[src/io_instr_pkg.sv]
package io_instr_pkg;

  // ----------------------------------------
  // Register bus
  // ----------------------------------------
  localparam int ADDR_W = 8;
  localparam int DATA_W = 32;
  localparam logic [ADDR_W-1:0] OFF_INSTR  = 8'h00;
  localparam logic [ADDR_W-1:0] OFF_ACC    = 8'h04;
  localparam logic [ADDR_W-1:0] OFF_TR     = 8'h08;
  localparam logic [ADDR_W-1:0] OFF_PRINT  = 8'h0C;
  localparam logic [ADDR_W-1:0] OFF_PERIPH = 8'h10;
  localparam logic [ADDR_W-1:0] OFF_DIN    = 8'h14;
  localparam logic [ADDR_W-1:0] OFF_STATUS = 8'h18;

  // ----------------------------------------
  // Word and field layout
  // ----------------------------------------
  localparam int MAG_W      = 20;
  localparam int WORD_W     = MAG_W + 1;
  localparam int SIGN_B     = MAG_W;
  localparam int NMAD_W     = 12;
  localparam int OP_LSB     = NMAD_W;
  localparam int OP_W       = 3;
  localparam int BUSY_B     = OP_W;
  localparam int ENC_W      = 10;
  localparam int AIN_SEL_W  = 7;
  localparam int AOUT_SEL_W = 6;
  localparam int DOUT_SEL_W = 10;
  localparam int DAC_MAG_W  = 11;
  localparam int DAC_W      = 12;
  localparam logic [DAC_W-1:0] DAC_MID = 12'h800;

  // ----------------------------------------
  // Types
  // ----------------------------------------
  typedef enum logic [OP_W-1:0] {
    op_none                = 3'h0,
    op_mux_analog_in       = 3'h1,
    op_mux_analog_out      = 3'h2,
    op_mux_analog_out_alt  = 3'h3,
    op_mux_discrete_out    = 3'h4,
    op_fast_print          = 3'h5
  } op_t;

  typedef enum logic [1:0] {
    st_idle = 2'b00,
    st_exec = 2'b01
  } st_t;

  typedef struct packed {
    op_t               op;
    logic [NMAD_W-1:0] addr;
  } instr_t;

  typedef struct packed {
    logic [AOUT_SEL_W-1:0] chan;
    logic [DAC_W-1:0]      code;
  } dac_cmd_t;

  typedef struct packed {
    logic [NMAD_W-1:0] addr;
    logic [WORD_W-1:0] data;
  } nm_wr_t;

  typedef struct packed {
    logic [DOUT_SEL_W-1:0] chan;
    logic                  on;
  } dout_cmd_t;

endpackage

[src/io_instr_unit.sv]
// The APB slave port and the register offsets were decided locally.
`timescale 1ns/10ps
module io_instr_unit
  import io_instr_pkg::*;
#(
  parameter int NUM_ENC = 24,
  parameter int DIN_W   = 32
) (
  // APB slave
  input  wire logic              pclk,
  input  wire logic              presetn,
  input  wire logic              psel,
  input  wire logic              penable,
  input  wire logic              pwrite,
  input  wire logic [ADDR_W-1:0] paddr,
  input  wire logic [DATA_W-1:0] pwdata,
  output logic      [DATA_W-1:0] prdata,
  output logic                   pready,
  output logic                   pslverr,
  // Shaft encoders
  input  wire logic [NUM_ENC*ENC_W-1:0] enc_gray,
  // Discrete inputs
  input  wire logic [DIN_W-1:0]  din,
  // Analog output converter
  output dac_cmd_t               dac_cmd,
  output logic                   dac_stb,
  // Number memory store
  output nm_wr_t                 nm_wr,
  output logic                   nm_stb,
  // Discrete output relays
  output dout_cmd_t              dout_cmd,
  output logic                   dout_stb,
  // Print path
  output logic      [WORD_W-1:0] print_word,
  output logic      [WORD_W-1:0] periph_word
);

  // ----------------------------------------
  // State
  // ----------------------------------------
  st_t               st_ff;
  instr_t            instr_ff;
  logic [WORD_W-1:0] acc_ff;
  logic [WORD_W-1:0] tr_ff;
  logic [WORD_W-1:0] print_ff;
  logic [WORD_W-1:0] periph_ff;
  logic [DATA_W-1:0] rdata_ff;
  dac_cmd_t          dac_ff;
  nm_wr_t            nm_ff;
  dout_cmd_t         dout_ff;
  logic              dac_stb_ff;
  logic              nm_stb_ff;
  logic              dout_stb_ff;

  // ----------------------------------------
  // Bus decode
  // ----------------------------------------
  wire        setup     = psel && !penable;
  wire        access    = psel && penable;
  wire        hit_instr = paddr == OFF_INSTR;
  wire        hit_acc   = paddr == OFF_ACC;
  wire        hit_tr    = paddr == OFF_TR;
  wire        hit_ro    = paddr == OFF_PRINT || paddr == OFF_PERIPH
                          || paddr == OFF_DIN || paddr == OFF_STATUS;
  wire        hit       = hit_instr || hit_acc || hit_tr || hit_ro;
  wire        wr_ok     = access && pwrite && hit;
  wire        wr_instr  = wr_ok && hit_instr;
  wire        wr_acc    = wr_ok && hit_acc;
  wire        wr_tr     = wr_ok && hit_tr;

  // ----------------------------------------
  // Instruction decode
  // ----------------------------------------
  wire        exec      = st_ff == st_exec;
  wire        do_ain    = exec && instr_ff.op == op_mux_analog_in;
  wire        do_aout   = exec && (instr_ff.op == op_mux_analog_out
                                   || instr_ff.op == op_mux_analog_out_alt);
  wire        do_dout   = exec && instr_ff.op == op_mux_discrete_out;
  wire        do_print  = exec && instr_ff.op == op_fast_print;
  // Address field taken only from the low word bits
  wire instr_t nxt_instr = '{op: op_t'(pwdata[OP_LSB +: OP_W]),
                             addr: pwdata[NMAD_W-1:0]};

  // ----------------------------------------
  // Gray input path
  // ----------------------------------------
  wire logic [AIN_SEL_W-1:0] ain_sel = instr_ff.addr[AIN_SEL_W-1:0];
  wire        ain_valid = 32'(ain_sel) < NUM_ENC;
  // Out-of-range selects read as zero rather than wrap onto another shaft
  wire logic [ENC_W-1:0] sel_gray =
    ain_valid ? enc_gray[32'(ain_sel)*ENC_W +: ENC_W] : '0;
  logic [ENC_W-1:0] sel_bin;

  assign sel_bin[ENC_W-1] = sel_gray[ENC_W-1];
  for (genvar gi = 0; gi < ENC_W-1; gi++) begin : g_gray
    assign sel_bin[gi] = sel_gray[gi] ^ sel_bin[gi+1];
  end

  // Positive sign, low bits cleared; binary only reaches the accumulator
  wire logic [WORD_W-1:0] nxt_acc_ain =
    {1'b0, sel_bin, {(MAG_W-ENC_W){1'b0}}};

  // ----------------------------------------
  // Analog output path
  // ----------------------------------------
  // Lower magnitude bits are dropped, never rounded
  wire logic [DAC_MAG_W-1:0] tr_top = tr_ff[MAG_W-1 -: DAC_MAG_W];
  wire logic [DAC_W-1:0] dac_mag = {1'b0, tr_top};
  wire logic [DAC_W-1:0] nxt_code =
    tr_ff[SIGN_B] ? DAC_MID - dac_mag : DAC_MID + dac_mag;
  wire dac_cmd_t nxt_dac = '{chan: instr_ff.addr[AOUT_SEL_W-1:0],
                             code: nxt_code};
  wire nm_wr_t nxt_nm = '{addr: instr_ff.addr, data: tr_ff};
  wire dout_cmd_t nxt_dout = '{chan: instr_ff.addr[DOUT_SEL_W-1:0],
                               on: acc_ff[SIGN_B]};

  // ----------------------------------------
  // Read mux
  // ----------------------------------------
  wire logic [DATA_W-1:0] status_word =
    DATA_W'({exec, instr_ff.op});
  wire logic [DATA_W-1:0] nxt_rdata =
    hit_instr  ? DATA_W'(instr_ff) :
    hit_acc    ? DATA_W'(acc_ff) :
    hit_tr     ? DATA_W'(tr_ff) :
    paddr == OFF_PRINT  ? DATA_W'(print_ff) :
    paddr == OFF_PERIPH ? DATA_W'(periph_ff) :
    paddr == OFF_DIN    ? DATA_W'(din) :
    paddr == OFF_STATUS ? status_word : '0;

  // ----------------------------------------
  // Sequencer
  // ----------------------------------------
  // One cycle of execution, in the cycle after the bus access that writes the instruction
  always_ff @(posedge pclk or negedge presetn) begin
    if (!presetn) begin
      st_ff    <= st_idle;
      instr_ff <= '{op: op_none, addr: '0};
    end else begin
      st_ff <= wr_instr ? st_exec : st_idle;
      if (wr_instr) begin
        instr_ff <= nxt_instr;
      end
    end
  end

  // ----------------------------------------
  // Processor registers
  // ----------------------------------------
  always_ff @(posedge pclk or negedge presetn) begin
    if (!presetn) begin
      acc_ff <= '0;
      tr_ff  <= '0;
    end else begin
      if (do_ain) begin
        acc_ff <= nxt_acc_ain;
      end else if (wr_acc) begin
        acc_ff <= pwdata[WORD_W-1:0];
      end
      // Analog-out never touches the transfer register
      if (wr_tr) begin
        tr_ff <= pwdata[WORD_W-1:0];
      end
    end
  end

  // ----------------------------------------
  // Outputs
  // ----------------------------------------
  always_ff @(posedge pclk or negedge presetn) begin
    if (!presetn) begin
      dac_ff      <= '0;
      nm_ff       <= '0;
      dout_ff     <= '0;
      dac_stb_ff  <= 1'b0;
      nm_stb_ff   <= 1'b0;
      dout_stb_ff <= 1'b0;
    end else begin
      dac_stb_ff  <= do_aout;
      nm_stb_ff   <= do_aout;
      dout_stb_ff <= do_dout;
      if (do_aout) begin
        dac_ff <= nxt_dac;
        nm_ff  <= nxt_nm;
      end
      if (do_dout) begin
        dout_ff <= nxt_dout;
      end
    end
  end

  always_ff @(posedge pclk or negedge presetn) begin
    if (!presetn) begin
      print_ff  <= '0;
      periph_ff <= '0;
    end else begin
      if (do_print) begin
        print_ff <= acc_ff;
      end
      periph_ff <= print_ff;
    end
  end

  always_ff @(posedge pclk or negedge presetn) begin
    if (!presetn) begin
      rdata_ff <= '0;
    end else if (setup && !pwrite) begin
      rdata_ff <= nxt_rdata;
    end
  end

  assign prdata      = rdata_ff;
  assign pready      = 1'b1;
  assign pslverr     = access && !hit;
  assign dac_cmd     = dac_ff;
  assign dac_stb     = dac_stb_ff;
  assign nm_wr       = nm_ff;
  assign nm_stb      = nm_stb_ff;
  assign dout_cmd    = dout_ff;
  assign dout_stb    = dout_stb_ff;
  assign print_word  = print_ff;
  assign periph_word = periph_ff;
endmodule // io_instr_unit

[config.mk]
export PLATFORM = sky130hd
export DESIGN_NAME = io_instr_unit
export DESIGN_NICKNAME = d
export VERILOG_FILES = /design/src/io_instr_pkg.sv /design/src/io_instr_unit.sv
export SDC_FILE = /design/constraint.sdc
export NUM_CORES = 1
export LEC_CHECK = 0
export ABC_AREA = 1
export BUFFER_PORTS_ARGS = -buffer_cell sky130_fd_sc_hd__buf_4
export CAP_MARGIN = 15
export CORE_MARGIN = 4
export CORE_UTILIZATION = 35
export DETAILED_ROUTE_END_ITERATION = 12
export HOLD_SLACK_MARGIN = 0.03
export PLACE_DENSITY_LB_ADDON = 0.15
export SYNTH_ARGS = -nofsm -noshare
export SYNTH_HDL_FRONTEND = slang
export SYNTH_SLANG_ARGS = --single-unit
[constraint.sdc]
create_clock -name pclk -period 4.1 [get_ports pclk]
set_input_delay 0 -clock pclk [delete_from_list [all_inputs] [get_ports pclk]]
set_output_delay 0 -clock pclk [all_outputs]
set_load 0.1 [all_outputs]
==> impl_metrics.toml <==
[outcome]
status = "complete, no violations"

[setup_path]
required_ns = 4.41
cpPeakStageDelay_ns = 0.56
critical_path_buf_inv_count = 2
worstSetupPathType = "reg2reg"
cp_slowest_cell = "buf_4"
crit_fanout = 74
path_common_cell = "nand3_1"
startpoint_type = "flop"
path_cells = "buf_4, buf_4, o21ai_0, o221ai_1, nand3_1, nand2_1, nand3_1, nand2_2, nand2_4, nand2_2, nand2_1, nand3_1, nand3_1, nand3_1, nand3b_1, nand3_1, nand2_1"
crit_arrival_ns = 3.69
cp_top_family = "simple AND/OR/NAND/NOR gates"
crit_path_end_kind = "flop"

[grt]
grt_max_degree = 115
grt_pass1_wl_um = 65800
antenna_found_initial = 2
track_usage_pct = 25.6
grt.overflow.total = 0
grt_pass1_vias = 11100

[timing]
max_freq_mhz = 296
slew-limit-headroom_pct = 37.8
clock_skew_ns = 0.0135
worst_pin_slew_ns = 0.933
fin_tns_setup_ns = 0
drv_slew = 0
rsz0062_at_grt = "false"
setup_viol = 0
post-route-period-util_pct = 82.5
period_needed_ns = 3.38
setup_slack_ns = 0.717
finalHoldViolCount = 0

[synth]
synth_area_leaders = "dfrtp_1, o21ai_0, nand2_1, nor2_1, o221ai_1"
synth_top_cell_area_share_pct = 45.6
yosys.area.top_type = "dfrtp_1"
yosys_warnings = 0
avgSynthCellArea_um2 = 7.64
synth_edf_count = 0
ys_seq_elements = 189
synth_cell_types = 48
ys_seq_area_share_pct = 45.6
synth_area_um2 = 10400
syn_nets = 1676
synth_async_sr_flop_share_pct = 100
synthFlopType = "dfrtp_1"
synthesis.instances = 1358

[floorplanning]
design.portCount = 458
die-area_um2 = 32500
die_w_um = 180
core_um2 = 28900
dieHeight_um = 180
start_util_pct = 35.9
rows = 62

[route]
first_pass_iters = 5
via_per_inst = 5.22
vias = 11400
drt_iter0_drc = 939
antenna_left = 0
route.detailed.drc = 0
wl_per_cell_um = 19.9
wl_um = 43600

[final_layout]
regArea_um2 = 4730
final_layout_size_suffix_gt1_share_pct = 29.5
multi_input_area_um2 = 4710
fin_nets = 2107
fill_cells = 2819
area_growth_pct = 44.2

[placed_design]
pre_cts_ws_ns = 0.770
port_buffers = 445
gp_congestion = 0.917
dp_hpwl_um = 32900

[power_and_ir_drop]
seqPwrFrac_pct = 45.6
max-vdd-ir-drop_v = 0.000302
p_leak_nw = 7.44
combPwrFrac_pct = 14.3
clkPwrFrac_pct = 40.1
p_int_mw = 3.00
p_sw_share_pct = 27.7
power_density_nw_per_um2 = 278
p_switching_mw = 1.15

[cts]
clkSlewWorstSetupHoldPaths_ns = 0.07
h-tree-depth = 4
cts_resized = 0
cts_tree = "yes"
cts_root_buffer = "clkbuf_16"
cts.sinks = 189
worstSkewPairLatency_ns = 0.43
cts_buffers = 17
clock_path_buffers = 2
cts_setup_buffers = 0

[flow_run]
maxCapViolCount = 0

[worst_hold_path]
hp-class = "in2reg"
-- flip-flops by register name, summed over array words and instances (netlist names) --
signal / count
tr_ff: 21
st_ff: 1
print_word: 21
dout_stb: 1
acc_ff: 21
prdata: 32
periph_word: 21
instr_ff: 8
dac_cmd: 17
dout_cmd: 11
nm_wr: 27
ain_sel: 7
nm_stb: 1
-- kinds of logic (layout without fill, tap and decap cells) --
| group | after synthesis | after routing | share of synthesized area [%] |
|---|---|---|---|
| compound gates | 373 | 373 | 22.0 |
| fa+ha+maj | 1 | 1 | 0.121 |
| other cells | 1 | 3 | 0.0361 |
| buf+inv | 222 | 666 | 9.24 |
| xor+xnor | 1 | 1 | 0.0844 |
| mux | 2 | 2 | 0.217 |
| simple gates | 569 | 569 | 22.8 |
| flops | 189 | 189 | 45.6 |
-- worst min-delay path: cells and delay by family --
kind                   cells  cell delay (ns)
AO/OA/AOI/OAI              2             0.19
buffers and inverters      1             0.08
AND/OR/NAND/NOR            2             0.14
-- area by class of cell --
cell class / instances / share of cell area (%)
diodes: 2 / 0.0335
clock buffers: 18 / 2.94
clock inverters: 14 / 1.08
inverters: 121 / 3.05
multi-input cells: 947 / 31.5
flip-flops and latches: 189 / 31.7
well taps: 384 / 3.21
repair buffers: 513 / 26.6
-- layout by cell type (no fill, tap or decap), types with 3 or more instances in the layout --
cell,count
clkinv_8,3
nand2_1,280
nand3_2,6
dfrtp_1,187
o2111ai_1,7
inv_1,115
buf_4,466
dlygate4sd3_1,46
a32oi_1,3
a22o_1,5
nand2_2,5
nor3_2,3
o21ai_0,213
a211oi_1,7
or2_0,3
nand3_1,86
clkinv_4,3
nor2_1,162
a21oi_1,26
o31ai_1,5
o21ai_1,10
nor2_2,3
a2bb2oi_1,6
or2_2,3
inv_8,4
clkbuf_16,17
inv_2,4
a22oi_1,4
o221ai_1,50
nor3_1,8
o22ai_1,13
nand4_1,3
a221oi_1,8
o211ai_1,10
-- synth_stat cells, types with 2 or more instances --
cell and instances:
nand3_1 86, a32oi_1 3, a32oi_2 2, inv_1 116
mux2_2 2, and3_1 2, buf_2 22, o21a_1 2
o221ai_1 50, nand2_2 5, o22ai_1 13, nand4_1 3
nand2_1 280, a22oi_1 4, or2_0 3, o211ai_1 10
nor2_1 164, buf_4 13, buf_6 6, dfrtp_1 189
inv_2 3, a2bb2oi_1 6, nand2_4 2, o31ai_1 5
o2111ai_1 7, o21ai_0 213, a22o_1 5, a221oi_1 8
buf_1 2, clkbuf_1 57, o21ai_1 10, nor3_1 11
a211oi_1 7, or2_2 3, a21oi_1 26, nand3_2 6
-- final timing paths --
path                                from  slack [ns]  depth (start not counted)              to
min                              din[14]        0.03                          5      prdata[14]
min reg2reg                print_word[2]        0.44                          0  periph_word[2]
max in group asynchronous        presetn        2.71                          3      ain_sel[1]
min in group asynchronous        presetn        0.26                          2      dac_cmd[0]
max reg2reg                   ain_sel[0]        0.72                         17      acc_ff[10]
max                           ain_sel[0]        0.72                         17      acc_ff[10]
-- layer usage --
layer / global-route usage [%] / vias up / share of wire, %
li1: - / 5443 / -
met1: 32.6 / 5439 / 41
met2: 43.8 / 471 / 50
met3: 6.24 / 60 / 7.0
met4: 6.38 / 2 / 2.5
met5: 0 / - / 0.028
-- stage by stage --
| stage | area (um^2) | hold slack (ns) | instances | util [%] | power [mW] |
|---|---|---|---|---|---|
| after floorplan | 10400 | -0.296 | 1358 | - | 2.16 |
| after global placement | 13900 | 0.211 | 2108 | 48.0 | 2.49 |
| after detailed placement | 13900 | 0.209 | 2108 | 48.0 | 2.49 |
| after CTS | 15000 | 0.0314 | 2186 | 51.7 | 4.19 |
| after global routing | 15000 | 0.0611 | 2188 | 51.7 | 4.31 |
| final | 15000 | 0.0260 | 2188 | 51.7 | 4.15 |
-- what timing repair did --
action                     CTS  global route
hold buffers                46             0
setup endpoints to repair    0             0
hold endpoints to repair   193             0
-- power by group through the flow --
stage / Combinational (mW) / Sequential (mW) / Clock (mW)
2_1_floorplan: 0.0918 / 2.06 / 0
3_3_place_gp: 0.555 / 1.93 / 0
3_5_place_dp: 0.557 / 1.93 / 0
4_1_cts: 0.596 / 1.89 / 1.70
5_1_grt: 0.633 / 1.89 / 1.78
6_report: 0.593 / 1.89 / 1.67
No activity file was read; power rests on OpenSTA's default activity.
